===== config.mk =====
export PLATFORM = sky130hd
export DESIGN_NAME = ccu_top
export DESIGN_NICKNAME = d
export VERILOG_FILES = /design/src/core/ccu_edge_prescale.v /design/src/core/ccu_top.v
export VERILOG_INCLUDE_DIRS = /design/src /design/src/core
export SDC_FILE = /design/constraint.sdc
export NUM_CORES = 1
export LEC_CHECK = 0
export BUFFER_PORTS_ARGS = -buffer_cell sky130_fd_sc_hd__buf_4
export CORE_UTILIZATION = 27
export CTS_BUF_LIST = sky130_fd_sc_hd__clkbuf_4 sky130_fd_sc_hd__clkbuf_8
export DETAILED_ROUTE_END_ITERATION = 10
export GPL_TIMING_DRIVEN = 0
export PLACE_DENSITY_LB_ADDON = 0.25
export SYNTH_ARGS = -nofsm -noshare
export SYNTH_HDL_FRONTEND = slang
export SYNTH_SLANG_ARGS = --single-unit

===== constraint.sdc =====
create_clock -name clk -period 4.1 [get_ports clk]
set_input_delay 0.205 -clock clk [delete_from_list [all_inputs] [get_ports clk]]
set_output_delay 0.205 -clock clk [all_outputs]
set_load 0.02 [all_outputs]

===== src/core/ccu_defs.vh =====
/*
 * Constants for the capture/compare/PWM unit: register offsets, field
 * positions, mode codes and reset values.
 * Assumes inclusion by bare name from files under core/.
 */
`ifndef CCU_DEFS_VH
`define CCU_DEFS_VH

// ------------------------------------------------------------
// register offsets (byte address on the plain register port)
// ------------------------------------------------------------
`define CCU_A_MODE 4'h0
`define CCU_A_HOLD_LO 4'h1
`define CCU_A_HOLD_HI 4'h2
`define CCU_A_DEAD_BAND 4'h3
`define CCU_A_SHUTDOWN 4'h4
`define CCU_A_STATUS 4'h5
`define CCU_A_MASK 4'h6
`define CCU_A_TIMER_LO 4'h7
`define CCU_A_TIMER_HI 4'h8
`define CCU_A_TIMER_CTL 4'h9

// ------------------------------------------------------------
// mode codes, low nibble of mode_control
// ------------------------------------------------------------
`define CCU_M_OFF 4'h0
`define CCU_M_CMP_TOGGLE 4'h2
`define CCU_M_CAP_FALL 4'h4
`define CCU_M_CAP_RISE 4'h5
`define CCU_M_CAP_RISE4 4'h6
`define CCU_M_CAP_RISE16 4'h7
`define CCU_M_CMP_SET 4'h8
`define CCU_M_CMP_CLR 4'h9
`define CCU_M_CMP_IRQ 4'ha
`define CCU_M_CMP_SPECIAL 4'hb

// ------------------------------------------------------------
// mode_control upper fields: bridge steering and pwm duty lsbs
// ------------------------------------------------------------
`define CCU_F_STEER_HI 7
`define CCU_F_STEER_LO 6
`define CCU_F_DUTYLSB_HI 5
`define CCU_F_DUTYLSB_LO 4
`define CCU_STEER_SINGLE 2'h0
`define CCU_STEER_FULL_FWD 2'h1
`define CCU_STEER_HALF 2'h2
`define CCU_STEER_FULL_REV 2'h3

// ------------------------------------------------------------
// status / mask bits
// ------------------------------------------------------------
`define CCU_S_EVENT 0
`define CCU_S_SHUTDOWN 1
`define CCU_S_WRAP 2

// ------------------------------------------------------------
// auto-shutdown control fields
// ------------------------------------------------------------
`define CCU_F_SD_EN 0
`define CCU_F_SD_RESTART 1
`define CCU_F_SD_ACTIVE 7

// ------------------------------------------------------------
// reset values
// ------------------------------------------------------------
`define CCU_RST_BYTE 8'h00
`define CCU_RST_WORD 16'h0000
`define CCU_RST_TCTL 8'h01

`endif


===== src/core/ccu_edge_prescale.v =====
/*
 * Edge detector and prescaler for the capture input: emits a one-cycle
 * pulse on the selected falling edge, rising edge, or 4th / 16th rising edge.
 * Assumes the pin input is already synchronous to clk.
 */
`timescale 1ns/1ps
`default_nettype none
`include "ccu_defs.vh"

module ccu_edge_prescale (
	input wire clk,
	input wire rst_n,
	input wire pin_in,
	input wire [3:0] mode,
	output reg event_p
);

	reg pin_q;
	reg [3:0] count_q;
	reg [3:0] mode_q;
	wire rise;
	wire fall;

	assign rise = pin_in & ~pin_q;
	assign fall = ~pin_in & pin_q;

	// prescale count restarts whenever the mode changes so the first
	// capture after reprogramming is a full 4 or 16 edges away
	always @(posedge clk or negedge rst_n) begin
		if (!rst_n) begin
			pin_q <= 1'b0;
			count_q <= 4'h0;
			mode_q <= 4'h0;
			event_p <= 1'b0;
		end else begin
			pin_q <= pin_in;
			mode_q <= mode;
			event_p <= 1'b0;
			if (mode != mode_q) begin
				count_q <= 4'h0;
			end else begin
				case (mode)
				`CCU_M_CAP_FALL: event_p <= fall;
				`CCU_M_CAP_RISE: event_p <= rise;
				`CCU_M_CAP_RISE4: begin
					if (rise) begin
						count_q <= (count_q[1:0] == 2'h3) ? 4'h0 : count_q + 4'h1;
						event_p <= (count_q[1:0] == 2'h3);
					end
				end
				`CCU_M_CAP_RISE16: begin
					if (rise) begin
						count_q <= count_q + 4'h1;
						event_p <= (count_q == 4'hf);
					end
				end
				default: count_q <= 4'h0;
				endcase
			end
		end
	end

endmodule
`default_nettype wire


===== src/core/ccu_top.v =====
/*
 * Capture/compare/PWM unit with its 16-bit timebase counter, enhanced
 * bridge steering, dead band and auto-shutdown, and a register port.
 * Assumes a 200 MHz clock, synchronous pin inputs, and that software sets
 * the pin direction itself; pin_oe here only reflects the active mode.
 */
`timescale 1ns/1ps
`default_nettype none
`include "ccu_defs.vh"

// How it works
// - capture event copies counter into holding register
// - low mode nibble picks capture edge
// - pwm steering for full and half bridge
// - dead band on half-bridge pwm, auto-shutdown on all pwm
// - compare match acts on pin in set, clear and toggle modes, raises event
// - special trigger clears counter, starts conversion
module ccu_top (
	input wire clk,
	input wire arst_n,
	input wire [3:0] addr,
	input wire [7:0] wdata,
	input wire wr,
	input wire rd,
	output reg [7:0] rdata,
	input wire pin_in,
	input wire shutdown_in,
	input wire adc_enabled,
	output reg pin_out,
	output reg pin_oe,
	output reg [3:0] bridge_out,
	output reg adc_start,
	output reg irq
);

	// ------------------------------------------------------------
	// reset release
	// ------------------------------------------------------------
	reg rst_s1_q;
	reg rst_n_q;
	always @(posedge clk or negedge arst_n) begin
		if (!arst_n) begin
			rst_s1_q <= 1'b0;
			rst_n_q <= 1'b0;
		end else begin
			rst_s1_q <= 1'b1;
			rst_n_q <= rst_s1_q;
		end
	end

	// ------------------------------------------------------------
	// registers
	// ------------------------------------------------------------
	reg [7:0] mode_q;
	reg [15:0] hold_q;
	reg [7:0] dead_q;
	reg [7:0] sd_q;
	reg [2:0] status_q;
	reg [2:0] mask_q;
	reg [15:0] timer_q;
	reg [7:0] tctl_q;
	reg [7:0] pwm_cnt_q;
	reg [7:0] dead_cnt_q;
	reg pwm_raw_q;
	reg pwm_prev_q;
	reg cmp_pin_q;

	wire [3:0] m;
	wire cap_mode;
	wire cmp_mode;
	wire pwm_mode;
	wire cap_evt;
	wire match;
	wire wr_mode;
	wire wr_status;
	wire [2:0] set_bits;
	wire [9:0] duty;

	assign m = mode_q[3:0];
	assign cap_mode = (m[3:2] == 2'h1);
	assign cmp_mode = (m[3] == 1'b1 && m[3:2] != 2'h3) || (m == `CCU_M_CMP_TOGGLE);
	assign pwm_mode = (m[3:2] == 2'h3);
	assign match = cmp_mode && tctl_q[0] && (timer_q == hold_q);
	assign wr_mode = wr && (addr == `CCU_A_MODE);
	assign wr_status = wr && (addr == `CCU_A_STATUS);
	assign duty = {hold_q[7:0], mode_q[`CCU_F_DUTYLSB_HI:`CCU_F_DUTYLSB_LO]};

	ccu_edge_prescale u_edge (
		.clk(clk),
		.rst_n(rst_n_q),
		.pin_in(pin_in),
		.mode(m),
		.event_p(cap_evt)
	);

	// match stays true while the counter sits on the compare value,
	// so only its first cycle counts as an event
	reg match_prev_q;
	wire match_p;
	assign match_p = match && !match_prev_q;
	wire sd_trip;
	assign sd_trip = pwm_mode && sd_q[`CCU_F_SD_EN] && shutdown_in;
	wire wrap;
	assign wrap = tctl_q[0] && (timer_q == 16'hffff);
	assign set_bits = {wrap, sd_trip, (cap_mode && cap_evt) | match_p};

	// ------------------------------------------------------------
	// register writes, capture, timebase
	// ------------------------------------------------------------
	always @(posedge clk or negedge rst_n_q) begin
		if (!rst_n_q) begin
			mode_q <= `CCU_RST_BYTE;
			hold_q <= `CCU_RST_WORD;
			dead_q <= `CCU_RST_BYTE;
			sd_q <= `CCU_RST_BYTE;
			mask_q <= 3'h0;
			status_q <= 3'h0;
			timer_q <= `CCU_RST_WORD;
			tctl_q <= `CCU_RST_TCTL;
			match_prev_q <= 1'b0;
		end else begin
			match_prev_q <= match;
			if (wr_mode) mode_q <= wdata;
			if (wr && addr == `CCU_A_DEAD_BAND) dead_q <= wdata;
			if (wr && addr == `CCU_A_MASK) mask_q <= wdata[2:0];
			if (wr && addr == `CCU_A_TIMER_CTL) tctl_q <= wdata;
			// capture wins over a software write of the same cycle
			if (cap_mode && cap_evt) begin
				hold_q <= timer_q;
			end else begin
				if (wr && addr == `CCU_A_HOLD_LO) hold_q[7:0] <= wdata;
				if (wr && addr == `CCU_A_HOLD_HI) hold_q[15:8] <= wdata;
			end
			// set wins over write-one-to-clear
			status_q <= (status_q & ~(wr_status ? wdata[2:0] : 3'h0)) | set_bits;
			// shutdown latch: trip sets it, auto-restart or a write clears it
			if (sd_trip) begin
				sd_q <= {1'b1, sd_q[6:0]};
			end else if (wr && addr == `CCU_A_SHUTDOWN) begin
				sd_q <= {wdata[`CCU_F_SD_ACTIVE] & sd_q[`CCU_F_SD_ACTIVE], wdata[6:0]};
			end else if (sd_q[`CCU_F_SD_RESTART] && !shutdown_in) begin
				sd_q <= {1'b0, sd_q[6:0]};
			end
			if (wr && addr == `CCU_A_TIMER_LO) begin
				timer_q[7:0] <= wdata;
			end else if (wr && addr == `CCU_A_TIMER_HI) begin
				timer_q[15:8] <= wdata;
			end else if (match_p && m == `CCU_M_CMP_SPECIAL) begin
				timer_q <= `CCU_RST_WORD;
			end else if (tctl_q[0]) begin
				timer_q <= timer_q + 16'h0001;
			end
		end
	end

	// ------------------------------------------------------------
	// compare pin action, pwm and dead band
	// ------------------------------------------------------------
	always @(posedge clk or negedge rst_n_q) begin
		if (!rst_n_q) begin
			cmp_pin_q <= 1'b0;
			pwm_cnt_q <= 8'h00;
			pwm_raw_q <= 1'b0;
			pwm_prev_q <= 1'b0;
			dead_cnt_q <= 8'h00;
		end else begin
			if (wr_mode && wdata[3:0] != m) begin
				// compare-set starts low, compare-clear starts high
				cmp_pin_q <= (wdata[3:0] == `CCU_M_CMP_CLR);
			end else if (match_p) begin
				case (m)
				`CCU_M_CMP_SET: cmp_pin_q <= 1'b1;
				`CCU_M_CMP_CLR: cmp_pin_q <= 1'b0;
				`CCU_M_CMP_TOGGLE: cmp_pin_q <= ~cmp_pin_q;
				default: cmp_pin_q <= cmp_pin_q;
				endcase
			end
			// 10-bit duty over an 8-bit period extended by 2 zero bits
			pwm_cnt_q <= pwm_cnt_q + 8'h01;
			pwm_raw_q <= pwm_mode && ({pwm_cnt_q, 2'h0} < duty);
			pwm_prev_q <= pwm_raw_q;
			// dead band restarts on every edge of the raw waveform
			if (pwm_raw_q != pwm_prev_q) begin
				dead_cnt_q <= dead_q;
			end else if (dead_cnt_q != 8'h00) begin
				dead_cnt_q <= dead_cnt_q - 8'h01;
			end
		end
	end

	wire gap;
	wire act_a;
	wire act_b;
	assign gap = (dead_cnt_q != 8'h00) || (pwm_raw_q != pwm_prev_q);
	assign act_a = pwm_prev_q && !gap;
	assign act_b = !pwm_prev_q && !gap;

	// ------------------------------------------------------------
	// output stage
	// ------------------------------------------------------------
	always @(posedge clk or negedge rst_n_q) begin
		if (!rst_n_q) begin
			pin_out <= 1'b0;
			pin_oe <= 1'b0;
			bridge_out <= 4'h0;
			adc_start <= 1'b0;
			irq <= 1'b0;
			rdata <= 8'h00;
		end else begin
			// oe mirrors the mode; pin direction itself is software's duty
			pin_oe <= cmp_mode || pwm_mode;
			adc_start <= match_p && m == `CCU_M_CMP_SPECIAL && adc_enabled;
			irq <= |(status_q & mask_q);
			if (!pwm_mode) begin
				pin_out <= cmp_pin_q;
				bridge_out <= 4'h0;
			end else if (sd_q[`CCU_F_SD_ACTIVE]) begin
				pin_out <= 1'b0;
				bridge_out <= 4'h0;
			end else begin
				pin_out <= pwm_prev_q;
				case (mode_q[`CCU_F_STEER_HI:`CCU_F_STEER_LO])
				`CCU_STEER_SINGLE: bridge_out <= {3'h0, pwm_prev_q};
				`CCU_STEER_HALF: bridge_out <= {2'h0, act_b, act_a};
				`CCU_STEER_FULL_FWD: bridge_out <= {pwm_prev_q, 2'h0, 1'b1};
				`CCU_STEER_FULL_REV: bridge_out <= {1'b0, 1'b1, pwm_prev_q, 1'b0};
				default: bridge_out <= 4'h0;
				endcase
			end
			rdata <= 8'h00;
			if (rd) begin
				case (addr)
				`CCU_A_MODE: rdata <= mode_q;
				`CCU_A_HOLD_LO: rdata <= hold_q[7:0];
				`CCU_A_HOLD_HI: rdata <= hold_q[15:8];
				`CCU_A_DEAD_BAND: rdata <= dead_q;
				`CCU_A_SHUTDOWN: rdata <= sd_q;
				`CCU_A_STATUS: rdata <= {5'h00, status_q};
				`CCU_A_MASK: rdata <= {5'h00, mask_q};
				`CCU_A_TIMER_LO: rdata <= timer_q[7:0];
				`CCU_A_TIMER_HI: rdata <= timer_q[15:8];
				`CCU_A_TIMER_CTL: rdata <= tctl_q;
				default: rdata <= 8'h00;
				endcase
			end
		end
	end

endmodule
`default_nettype wire


**Word-level counts from Yosys, hierarchy flattened**

Cells that the tools add are included.

- Word-level logic and storage cells: 165
- Register bits: 118
- Output and inout bits: 16

- Mux-type cells: 33
- Equality and inequality tests: 35
- Reduce and logical (&&, ||, !) cells: 50
- Bitwise operators: 13
- Add/sub/neg operators: 4
- $lt $le $gt $ge: 1

Operators by type and width:

| cell | count |
|---|---|
| 8-bit two-way mux | 11 |
| 8-bit one-hot mux with 10 select lines | 1 |
| 16-bit two-way mux | 3 |
| 4-bit by 3-bit equality test with 1-bit output, second input constant | 8 |
| 4-bit equality test, second input constant | 7 |
| 1-bit logical AND | 25 |
| 4-bit two-way mux | 6 |
| 16-bit by 1-bit adder with 16-bit output, second input constant | 1 |
| 16-bit equality test | 1 |
| 16-bit equality test, second input constant | 1 |
| 4-bit one-hot mux with 4 select lines | 1 |
| 4-bit by 2-bit equality test with 1-bit output, second input constant | 3 |
| 4-bit one-hot mux with 3 select lines | 1 |
| 10-bit less-than comparator | 1 |
| 3-bit nonzero test | 3 |
| 8-bit by 1-bit adder with 8-bit output, second input constant | 1 |
| 2-bit equality test, second input constant | 4 |
| 4-bit inequality test | 2 |
| 2-bit AND reduction | 4 |
| 2-bit nonzero test | 4 |
| 8-bit nonzero test | 1 |
| 8-bit by 1-bit subtractor with 8-bit output, second input constant | 1 |
| 1-bit two-way mux | 7 |
| 3-bit bitwise AND | 2 |
| other kinds (23) | 37 |

**Depth between registers and ports, before layout**

Gate-level depths: netlist (run 1).

- Depth after elaboration: 10
- Depth in mapped cells: 9
- Mapped depth without buffers: 7

**By module**

Synthesis (run 1) repeated with hierarchy kept, for this count alone.

- Cells, all modules: 652
- Area total of the unflattened synthesis: 6495.0 µm²

By module, submodules not included:

| module | times used | cells each | seq. area each (µm²) | area each (µm²) |
|---|---|---|---|---|
| ccu_top | 1 | 610 | 2703.8 | 6018.3 |
| ccu_edge_prescale | 1 | 42 | 250.2 | 476.7 |

**Worst setup path before layout (run 1)**

No wires, ideal clock.

- Path kind: reg-to-reg
- Start point: register timer_q[5]
- End point: register timer_q[11]
- Cell stages (with the launch flop): 10
- Setup slack: 2.032 ns
- Data required time: 3.979 ns
- Data arrival time: 1.947 ns
- Buffers on the path: 3
- Cell sequence: dfrtp_1 > buf_6 > xnor2_2 > nand4_1 > or4_1 > or3b_1 > buf_6 > buf_6 > o21ai_1 > nand2_1

- Word-level cells in the longest chain between the ends: 6
- Elaborated cells between the ends (all ways): 10
- Classes of those cells: 1 x add/sub; 1 x eq/ne; 3 x mux; 5 x reduce/logical

RTL lines:

| what | line | source |
|---|---|---|
| from (decl) | ccu_top.v:60 | `reg [15:0] timer_q;` |
| from (signal assigned) | ccu_top.v:118 | `` timer_q <= `CCU_RST_WORD; `` |
| from (signal assigned) | ccu_top.v:145 | `timer_q[7:0] <= wdata;` |
| from (signal assigned) | ccu_top.v:149 | `` timer_q <= `CCU_RST_WORD; `` |
| parallel branches: the longest is 6 deep, another holds 16-bit by 1-bit adder with 16-bit output | - |  |

Parallel ways; which one is timed is not known. The select of a mux whose other input is x is not followed.
A chain may end at the register's enable or synchronous reset.

**Final worst setup path (run 1)**

- Start point: register timer_q[4]
- End point: register timer_q[12]

Same word-level chain as after synthesis.

==> results by group, run 1 <==
STA
  – Minimum setup slack in the final design: 1660 ps
  – Hold violation total from the final report: 0
  – Worst relative slew slack: between 40 and 50%
  – Minimum period implied by the final worst setup slack: between 2000 and 2500 ps
  – Unrepaired setup endpoints after global routing: no
  – Maximum clock rate: 0.410 GHz
  – Minimum hold slack: a little over 40 ps
  – Clock skew: 7.67 ps
  – Final Cycle Share: 59.5%
  – Max Transition Viols Final: 0
  – Final TNS setup: 0 ps
  – Final-report setup violation count: 0
  – Slew at the pin closest to its max-slew limit: about 830 ps

Critical path
  – Crit Path Category: flop to flop
  – Maximum fanout along the worst path: 10
  – Data required time of the worst path: 4440 ps
  – Signal arrival time at the worst endpoint: 2780 ps
  – Startpoint class of the critical path: flop
  – Kind of end point of the critical path: flop

Pwr
  – Leakage power of the design: between 3 and 4 nW
  – Overall power consumption: 4.30 mW
  – Maximum vdd drop: 0.000214 V
  – Total power per unit cell area: 558 nW/µm²

Layout
  – Area growth syn-to-layout: 17.7%
  – Final core utilization: between 30% and 40%
  – Final standard cell count with taps included and fillers excluded: 1058
  – Non-Filler Cell Area, Final: roughly 7700 µm²
  – Number of nets at the end of the flow: 760
  – Fraction of final layout cells sized beyond drive strength 1: between 10% and 20%

Yosys
  – Total of flip-flops plus latches after synthesis: 118
  – Post-synth EDFFs: 0
  – Number of warning messages in the yosys log: 0
  – Most frequent cell after synthesis: sky130_fd_sc_hd__dfrtp_1
  – Leading register cell type out of synthesis: sky130_fd_sc_hd__dfrtp_1
  – Share of synthesized area occupied by flip-flops and latches: between 40% and 50%
  – Cell variety after synth: 60
  – Combined area of all synthesized cells: 6550 µm²
  – Post-synthesis net count: 704
  – Number of instances in the synthesized netlist: roughly 670
  – Top cell types by occurrence after synthesis: sky130_fd_sc_hd__dfrtp_1, sky130_fd_sc_hd__nand2_1, sky130_fd_sc_hd__nor2_1
  – Post-synthesis async set-or-reset flop share: 100%
  – Ranking of synthesized cells by area: sky130_fd_sc_hd__dfrtp_1, sky130_fd_sc_hd__mux2_2, sky130_fd_sc_hd__nand2_1
  – Average footprint of a synthesized cell: roughly 9.8 µm²
  – Fraction of synthesized cell area taken by the top area cell type: 44.7%
  – Dominant cell type by area after synthesis: sky130_fd_sc_hd__dfrtp_1

Routing
  – Detailed router's first-iteration violation count: 492
  – Via count: roughly 5300
  – Router iterations before antenna repair: 5
  – Number of routed nets with antenna violations: 0
  – Routed length per instance: 18.5 µm
  – Total wire length: 19600 µm
  – Ratio of routed vias to standard cells: 5.05
  – DRC Markers: 0

CTS
  – Number of buffers added by the clock tree synthesis step: 17
  – CTS HTree Levels: 4
  – Worst skew pair latency: 460 ps
  – Maximum root-to-sink buffer count: 2
  – TritonCTS clock tree: built
  – Clock sink count: 118
  – Clock transition at path regs: 70 ps
  – Root Buffer Master: sky130_fd_sc_hd__clkbuf_8

Global routing
  – Antenna violations before repair: 1
  – All-Layer GR Usage: 16.7%
  – Pin count of the biggest net entering global routing: 54
  – Wire length of the first global-routing pass: 30700 µm
  – GR Overflow Total: 0
  – Number of global-route vias before repair: 5080

Flow run
  – Max capacitance violation total: 0

Placed design
  – Final HPWL from detailed placement: 14000 µm
  – Worst slack at placement: 1670 ps
  – Port Buf Inserts: 32
  – Area after DPL: 7240 µm²
  – Cells after DPL: 1024
  – Weighted congestion reported at the end of routability-driven placement: between 0.9 and 1

Floorplan
  – Effective utilization at floorplan: 27.7%
  – Die Width: 158 µm
  – Die area: 24900 µm²
  – Height of the chip: 158 µm
  – Area of the core: 23600 µm²
  – Standard-cell rows: 56
  – # IOs: 35

Min path
  – Class of the tightest hold or removal check: input pin to flop

Status
  – Status: finished clean
[what timing repair did]
item | 4_1_cts | 5_1_grt
setup buffers | 0 | 0
hold endpoints to repair | 4 | 0
resized for setup | 0 | 0
hold buffers | 3 | 0
[layer usage]
layer / track usage (%) / up-vias / part of all wire (%)
met5: 0 / - / 0.046
met2: 25.7 / 135 / 46
met1: 23.3 / 2623 / 47
li1: - / 2559 / -
met3: 2.87 / 26 / 4.6
met4: 5.73 / 2 / 1.8
[cell families (layout without fill, tap and decap cells)]
kind of cell / after synthesis / count (layout) / synth area share (%)
adder cells (fa/ha/maj): 14 / 14 / 2.68
buffers and inverters: 67 / 134 / 4.72
flip-flops: 118 / 118 / 45.1
AND/OR/NAND/NOR: 240 / 240 / 18.4
XOR/XNOR: 35 / 35 / 5.37
AO/OA/AOI/OAI: 138 / 138 / 14.0
other: 1 / 2 / 0.0573
multiplexers: 58 / 58 / 9.62
[layout make-up]
type	count	area (µm²)
Multi-Input combinational cell	486	3280
Sequential cell	118	2960
Fill cell	2481	15900
Clock buffer	23	310
Tap cell	319	399
Clock inverter	7	119
Buffer	48	238
Inverter	19	71.3
Antenna cell	1	2.50
Timing Repair Buffer	37	325
[worst max-delay path: stages, from the launching register on]
cell and delay [ps]:
sky130_fd_sc_hd__dfrtp_1 510, sky130_fd_sc_hd__xnor2_1 390, sky130_fd_sc_hd__nand4_1 120, sky130_fd_sc_hd__or4_1 460
sky130_fd_sc_hd__or3b_1 380, sky130_fd_sc_hd__buf_6 150, sky130_fd_sc_hd__buf_6 150, sky130_fd_sc_hd__o21ai_1 80
sky130_fd_sc_hd__nand2_1 70
[final timing paths]
check	from	endpoint	slack, ps	cells after the start
min in group asynchronous	arst_n	rst_n_q	70	2
max in group asynchronous	rst_n_q	status_q[0]	3070	2
hold reg to reg	rst_n_q	pwm_cnt_q[4]	200	0
hold / removal	wdata[2]	cmp_pin_q	40	4
setup / recovery	timer_q[4]	timer_q[12]	1660	8
setup reg to reg	timer_q[4]	timer_q[12]	1660	8
[state kept, by name, summed over array words and instances, names as in the netlist, 3 cells and up]
signal / flops
dead_cnt_q: 8
status_q: 3
u_edge.mode_q: 4
timer_q: 16
mask_q: 3
u_edge.count_q: 4
mode_q: 8
bridge_out: 4
sd_q: 8
dead_q: 8
tctl_q: 8
hold_q: 16
pwm_cnt_q: 8
rdata: 8
[report_power, final]
part / switching, mW / leakage [nW] / internal [mW]
clock network: 0.488 / 0.214 / 0.682
registers: 0.290 / 1.41 / 1.44
logic: 0.761 / 1.66 / 0.640
total: 1.54 / 3.28 / 2.76
[cell usage in the layout (no fill, tap or decap), drive strengths merged, types with 6 or more instances in the layout]
cell    instances
inv            19
nor3            7
nor4           19
xnor2          25
a21oi          42
xor2           10
nor2b          10
nand4          13
clkbuf         61
mux2           39
mux2i          19
nand2          59
a22oi          17
and3           25
dfrtp         117
nand3          21
nand2b          6
o21ai          29
a211oi          9
ha             14
buf            44
nor2           58
a32oi           7
(Power assumes the default switching activity.)
==> inputs of run 2 (changes only) <==
==> constraint.sdc (replaced) <==
create_clock -name clk -period 2.5 [get_ports clk]
set_input_delay 0.125 -clock clk [delete_from_list [all_inputs] [get_ports clk]]
set_output_delay 0.125 -clock clk [all_outputs]
set_load 0.02 [all_outputs]
==> results by group, run 2 (synthesized netlist as in run 1, its figures left out) <==
Layout
  – Fraction of final layout cells sized beyond drive strength 1: 17.2% (+0.15 points)
  – Most common cell after layout, fill and taps aside: sky130_fd_sc_hd__dfrtp_1
  – Diode insertion count for antenna repair: 0 (-1)
  – Biggest registers after layout: hold_q (16), timer_q (16)
  – Most used cells in the layout excluding fill and tap cells: sky130_fd_sc_hd__dfrtp_1, sky130_fd_sc_hd__nand2_1, sky130_fd_sc_hd__nor2_1
  – Final standard cell count with taps included and fillers excluded: 1062 (+0.38%)
  – Area growth syn-to-layout: 18.0%
  – Non-Filler Cell Area, Final: 7720 µm² (+0.19%)
  – Final core utilization: 32.7% (+0.063 points)
  – Number of nets at the end of the flow: 763 (+0.39%)

CTS
  – Clock sink count: 118 (unchanged)
  – Number of buffers added by the clock tree synthesis step: 17 (unchanged)
  – Post-CTS repair timing setup buffer count: 0 (unchanged)
  – TritonCTS clock tree: built
  – Root Buffer Master: sky130_fd_sc_hd__clkbuf_8
  – CTS HTree Levels: 4 (unchanged)
  – Clock transition at path regs: 70 ps (about the same)
  – Worst skew pair latency: 450 ps (about the same)
  – Maximum root-to-sink buffer count: 2 (unchanged)

STA
  – Unrepaired setup endpoints after global routing: no
  – Slew at the pin closest to its max-slew limit: 782 ps (-47.2 ps)
  – Minimum hold slack: 22.1 ps (-18.4 ps)
  – Worst relative slew slack: 47.9% (+3.1 points)
  – Hold violation total from the final report: 0 (unchanged)
  – Final-report setup violation count: 0 (unchanged)
  – Minimum period implied by the final worst setup slack: 2360 ps (-83.1 ps)
  – Final Cycle Share: 94.3% (+35 points)
  – Clock skew: 9.67 ps (+2.01 ps)
  – Final TNS setup: 0 ps (unchanged)
  – Maximum clock rate: 0.424 GHz (+3.5%)
  – Max Transition Viols Final: 0 (unchanged)
  – Minimum setup slack in the final design: 143 ps (-1520 ps)

Floorplan
  – Height of the chip: 158 µm (unchanged)
  – Effective utilization at floorplan: 27.7% (unchanged)
  – Standard-cell rows: 56 (unchanged)
  – # IOs: 35 (unchanged)
  – Die Width: 158 µm (unchanged)
  – Die area: 24900 µm² (unchanged)
  – Area of the core: 23600 µm² (unchanged)

Critical path
  – Maximum fanout along the worst path: 10 (unchanged)
  – Data required time of the worst path: 2840 ps (-1600 ps)
  – Crit Path Category: flop to flop
  – Startpoint class of the critical path: flop
  – Kind of end point of the critical path: flop
  – Signal arrival time at the worst endpoint: 2700 ps (-80 ps)

Placed design
  – Weighted congestion reported at the end of routability-driven placement: 0.913 (+0.84%)
  – Final HPWL from detailed placement: 13800 µm (-1.5%)
  – Area after DPL: 7220 µm² (-0.38%)
  – Worst slack at placement: 91.3 ps (-1580 ps)
  – Cells after DPL: 1023 (-0.098%)
  – Port Buf Inserts: 32 (unchanged)

Routing
  – Detailed router's first-iteration violation count: 508 (+3.3%)
  – Total wire length: 19400 µm (-0.98%)
  – Number of routed nets with antenna violations: 0 (unchanged)
  – Routed length per instance: 18.3 µm (-1.4%)
  – Ratio of routed vias to standard cells: 5.05 (about the same)
  – DRC Markers: 0 (unchanged)
  – Router iterations before antenna repair: 6 (+1)
  – Via count: 5361 (+0.30%)

Global routing
  – Antenna violations before repair: 0 (-1)
  – GR Overflow Total: 0 (unchanged)
  – Wire length of the first global-routing pass: 30200 µm (-1.7%)
  – Number of global-route vias before repair: 5087 (+0.14%)
  – All-Layer GR Usage: 16.3% (-0.34 points)
  – Pin count of the biggest net entering global routing: 62 (+15%)

Pwr
  – Leakage power of the design: 3.29 nW (+0.36%)
  – Overall power consumption: 7.01 mW (+63%)
  – Total power per unit cell area: 907 nW/µm² (+63%)
  – Maximum vdd drop: 0.000373 V (+75%)

Flow run
  – Max capacitance violation total: 0 (unchanged)

Status
  – Status: finished clean

Min path
  – Class of the tightest hold or removal check: input pin to flop
run 2: area by class of cell:
type / instances / area, µm²
Fill cell: 2452 / 15900
Multi-Input combinational cell: 486 / 3280
Sequential cell: 118 / 2960
Tap cell: 319 / 399
Timing Repair Buffer: 41 / 348
Clock buffer: 21 / 277
Buffer: 47 / 235
Clock inverter: 11 / 150
Inverter: 19 / 71.3
run 2: repair_timing:
item,in CTS,in global routing
endpoints found under the setup margin,0,14
endpoints found under the hold margin,7,0
hold buffers,8,0
gates resized for setup,0,2
run 2: worst paths after layout:
check | from | to | slack, ps | depth (start not counted)
setup / recovery | timer_q[4] | timer_q[4] | 140 | 8
hold / removal | wdata[4] | timer_q[4] | 20 | 3
setup reg to reg | timer_q[4] | timer_q[4] | 140 | 8
hold reg to reg | rst_s1_q | rst_n_q | 350 | 0
max in group asynchronous | rst_n_q | timer_q[11] | 1320 | 1
min in group asynchronous | rst_n_q | pwm_cnt_q[7] | 400 | 0
run 2: report_power, final:
group | leakage, nW | total (mW) | switching [mW] | internal, mW
Combinational | 1.67 | 2.26 | 1.21 | 1.05
Sequential | 1.41 | 2.86 | 0.502 | 2.35
Clock | 0.213 | 1.89 | 0.832 | 1.06
Total | 3.29 | 7.01 | 2.54 | 4.47
run 2: metal layers:
metal | vias to the layer above | track usage, % | wire length [µm]
li1 | 2546 | - | -
met1 | 2620 | 22.5 | 9200
met2 | 169 | 24.9 | 8740
met3 | 26 | 3.28 | 985
met4 | 0 | 6.56 | 464
met5 | - | 0 | 0
run 2: worst max-delay path, stage by stage, from the launching register on:
cell                      delay, ps
sky130_fd_sc_hd__dfrtp_1        490
sky130_fd_sc_hd__xnor2_1        310
sky130_fd_sc_hd__nand4_1        120
sky130_fd_sc_hd__or4_1          470
sky130_fd_sc_hd__or3b_1         400
sky130_fd_sc_hd__buf_6          160
sky130_fd_sc_hd__buf_6          150
sky130_fd_sc_hd__o21ai_1         80
sky130_fd_sc_hd__nand2_1         60
==> inputs of run 3 (changes only) <==
==> constraint.sdc (replaced) <==
create_clock -name clk -period 2.5 [get_ports clk]
set_input_delay 0.375 -clock clk [delete_from_list [all_inputs] [get_ports clk]]
set_output_delay 0.375 -clock clk [all_outputs]
set_load 0.02 [all_outputs]
==> results by group, run 3 (synthesized netlist as in run 1, its figures left out) <==
Status
  – Status: finished clean

Critical path
  – Register-to-register path setup slack: 140 ps (about the same)
  – Stages on worst setup path: 8 (unchanged)
  – Kind of end point of the critical path: flop
  – R2R Path Start: timer_q[8]
  – Worst-path cell with the longest stage delay: sky130_fd_sc_hd__or4_1
  – Total buffers and inverters traversed by the critical path: 2 (unchanged)
  – Reg2reg path depth: 8 (unchanged)
  – Data required time of the worst path: 2840 ps (about the same)
  – Maximum fanout along the worst path: 10 (unchanged)
  – Signal arrival time at the worst endpoint: 2700 ps (about the same)
  – Critical Path, Cell by Cell: xnor2_1, o21ai_1, or4_1, or3b_1, buf_6, buf_6, o21ai_1, nand2_1
  – Critical Path Max Stage Delay: 590 ps (+100 ps)
  – CP top delay family: simple AND/OR/NAND/NOR gates
  – Startpoint class of the critical path: flop
  – Crit Path Category: flop to flop
  – Crit Reg-Reg Endpoint: timer_q[4]

Layout
  – Biggest registers after layout: hold_q (16), timer_q (16)
  – Area growth syn-to-layout: 16.9%
  – Final standard cell count with taps included and fillers excluded: 1055 (-0.66%)
  – Diode insertion count for antenna repair: 0 (unchanged)
  – Most common cell after layout, fill and taps aside: sky130_fd_sc_hd__dfrtp_1
  – Fraction of final layout cells sized beyond drive strength 1: 17.4% (+0.16 points)
  – Number of nets at the end of the flow: 756 (-0.92%)
  – Most used cells in the layout excluding fill and tap cells: sky130_fd_sc_hd__dfrtp_1, sky130_fd_sc_hd__nand2_1, sky130_fd_sc_hd__nor2_1
  – Non-Filler Cell Area, Final: 7650 µm² (-0.91%)

Pwr
  – Total power per unit cell area: 914 nW/µm² (+0.76%)
  – Leakage power of the design: 3.26 nW (-0.96%)
  – Overall power consumption: 6.99 mW (-0.15%)
  – Maximum vdd drop: 0.000373 V (about the same)

Routing
  – Via count: 5309 (-0.97%)
  – Total wire length: 19300 µm (-0.42%)
  – DRC Markers: 0 (unchanged)
  – Router iterations before antenna repair: 5 (-1)
  – Detailed router's first-iteration violation count: 496 (-2.4%)
  – Ratio of routed vias to standard cells: 5.03 (-0.31%)
  – Routed length per instance: 18.3 µm (+0.24%)
  – Number of routed nets with antenna violations: 0 (unchanged)

Floorplan
  – Height of the chip: 158 µm (unchanged)
  – Standard-cell rows: 56 (unchanged)
  – Effective utilization at floorplan: 27.7% (unchanged)
  – Die area: 24900 µm² (unchanged)
  – # IOs: 35 (unchanged)
  – Area of the core: 23600 µm² (unchanged)
  – Die Width: 158 µm (unchanged)

Global routing
  – Wire length of the first global-routing pass: 30100 µm (-0.36%)
  – All-Layer GR Usage: 16.3% (-0.053 points)
  – Grt met3 use: 3.31% (+0.027 points)
  – Global Route met1 Usage: 22.4% (-0.051 points)
  – Number of global-route vias before repair: 5053 (-0.67%)
  – Met2 global-route usage: 24.8% (-0.15 points)
  – Grt peak-use layer: met2
  – Antenna violations before repair: 0 (unchanged)
  – GR Overflow Total: 0 (unchanged)
  – Pin count of the biggest net entering global routing: 62 (unchanged)

Placed design
  – Cells after DPL: 1023 (unchanged)
  – Final HPWL from detailed placement: 13800 µm (unchanged)
  – Weighted congestion reported at the end of routability-driven placement: 0.913 (unchanged)
  – Area after DPL: 7220 µm² (unchanged)
  – Port Buf Inserts: 32 (unchanged)

STA
  – Final-report setup violation count: 0 (unchanged)
  – Slew at the pin closest to its max-slew limit: 780 ps (-1.93 ps)
  – Final Cycle Share: 94.5% (+0.21 points)
  – Max Transition Viols Final: 0 (unchanged)
  – Clock skew: 10.6 ps (+0.963 ps)
  – Hold violation total from the final report: 0 (unchanged)
  – Maximum clock rate: 0.423 GHz (-0.22%)
  – Worst relative slew slack: 48.0% (+0.13 points)
  – Minimum period implied by the final worst setup slack: 2360 ps (+5.22 ps)
  – Unrepaired setup endpoints after global routing: no
  – Final TNS setup: 0 ps (unchanged)
  – Minimum hold slack: 42.4 ps (+20.3 ps)

Min path
  – Worst hold path startpoint: pin_in
  – Hold Path End: u_edge.pin_q
  – Class of the tightest hold or removal check: input pin to flop
  – Hold Path Depth: 1 (-2)

CTS
  – Maximum root-to-sink buffer count: 2 (unchanged)
  – Clock transition at path regs: 70 ps (about the same)
  – Clock sink count: 118 (unchanged)
  – Worst skew pair latency: 450 ps (about the same)
  – CTS HTree Levels: 4 (unchanged)
  – Root Buffer Master: sky130_fd_sc_hd__clkbuf_8
  – TritonCTS clock tree: built
  – Number of buffers added by the clock tree synthesis step: 17 (unchanged)
  – Post-CTS repair timing setup buffer count: 0 (unchanged)

Flow run
  – Max capacitance violation total: 0 (unchanged)
## run 3: cell types whose count changed in the layout (fill, tap and decap cells not counted)
cell | previous run | this run
sky130_fd_sc_hd__dlygate4sd3_1 | 8 | 1
## run 3: worst register-to-register path, stage by stage, from the launching register on
cell	delay (ps)
sky130_fd_sc_hd__dfrtp_1	490
sky130_fd_sc_hd__xnor2_1	190
sky130_fd_sc_hd__o21ai_1	120
sky130_fd_sc_hd__or4_1	590
sky130_fd_sc_hd__or3b_1	400
sky130_fd_sc_hd__buf_6	160
sky130_fd_sc_hd__buf_6	150
sky130_fd_sc_hd__o21ai_1	90
sky130_fd_sc_hd__nand2_1	60
## run 3: per-layer routing
| layer | vias up | share of wire [%] |
|---|---|---|
| met5 | - | 0 |
| met4 | 0 | 2.5 |
| met3 | 26 | 5.3 |
| met2 | 152 | 45 |
| met1 | 2598 | 47 |
| li1 | 2533 | - |
## run 3: repair_timing
action	CTS	global route
resized for setup	0	2
hold buffers	1	0
endpoints found under the setup margin	0	14
hold endpoints to repair	2	0
## run 3: stage by stage
step                      setup WS (ps)  util, %
after global routing               17.3     32.4
after detailed placement           1.90     30.6
after global placement             -369     30.4
after floorplan                     432        -
final                               138     32.4
after CTS                          75.3     32.4
## run 3: cell type report
| cell class | count | area (µm²) |
|---|---|---|
| timing repair buffer | 34 | 278 |
| buffer | 47 | 235 |
| fill | 2452 | 16000 |
| multi-input combinational | 486 | 3280 |
| sequential | 118 | 2960 |
| inverter | 19 | 71.3 |
| clock inverter | 11 | 150 |
| clock buffer | 21 | 277 |
| tap | 319 | 399 |
## run 3: worst max path at each step
stage	start	endpoint	slack [ps]
floorplan	timer_q[5]	timer_q[11]	430
global placement	rst_n_q	u_edge.count_q[3]	-370
detailed placement	addr[3]	cmp_pin_q	2
CTS	timer_q[7]	timer_q[12]	80
global route	timer_q[15]	timer_q[3]	20
finish	timer_q[8]	timer_q[4]	140
## run 3: power breakdown
part	internal, mW	switching (mW)	total, mW
combinational	1.04	1.20	2.25
sequential	2.35	0.502	2.86
clock	1.06	0.831	1.89
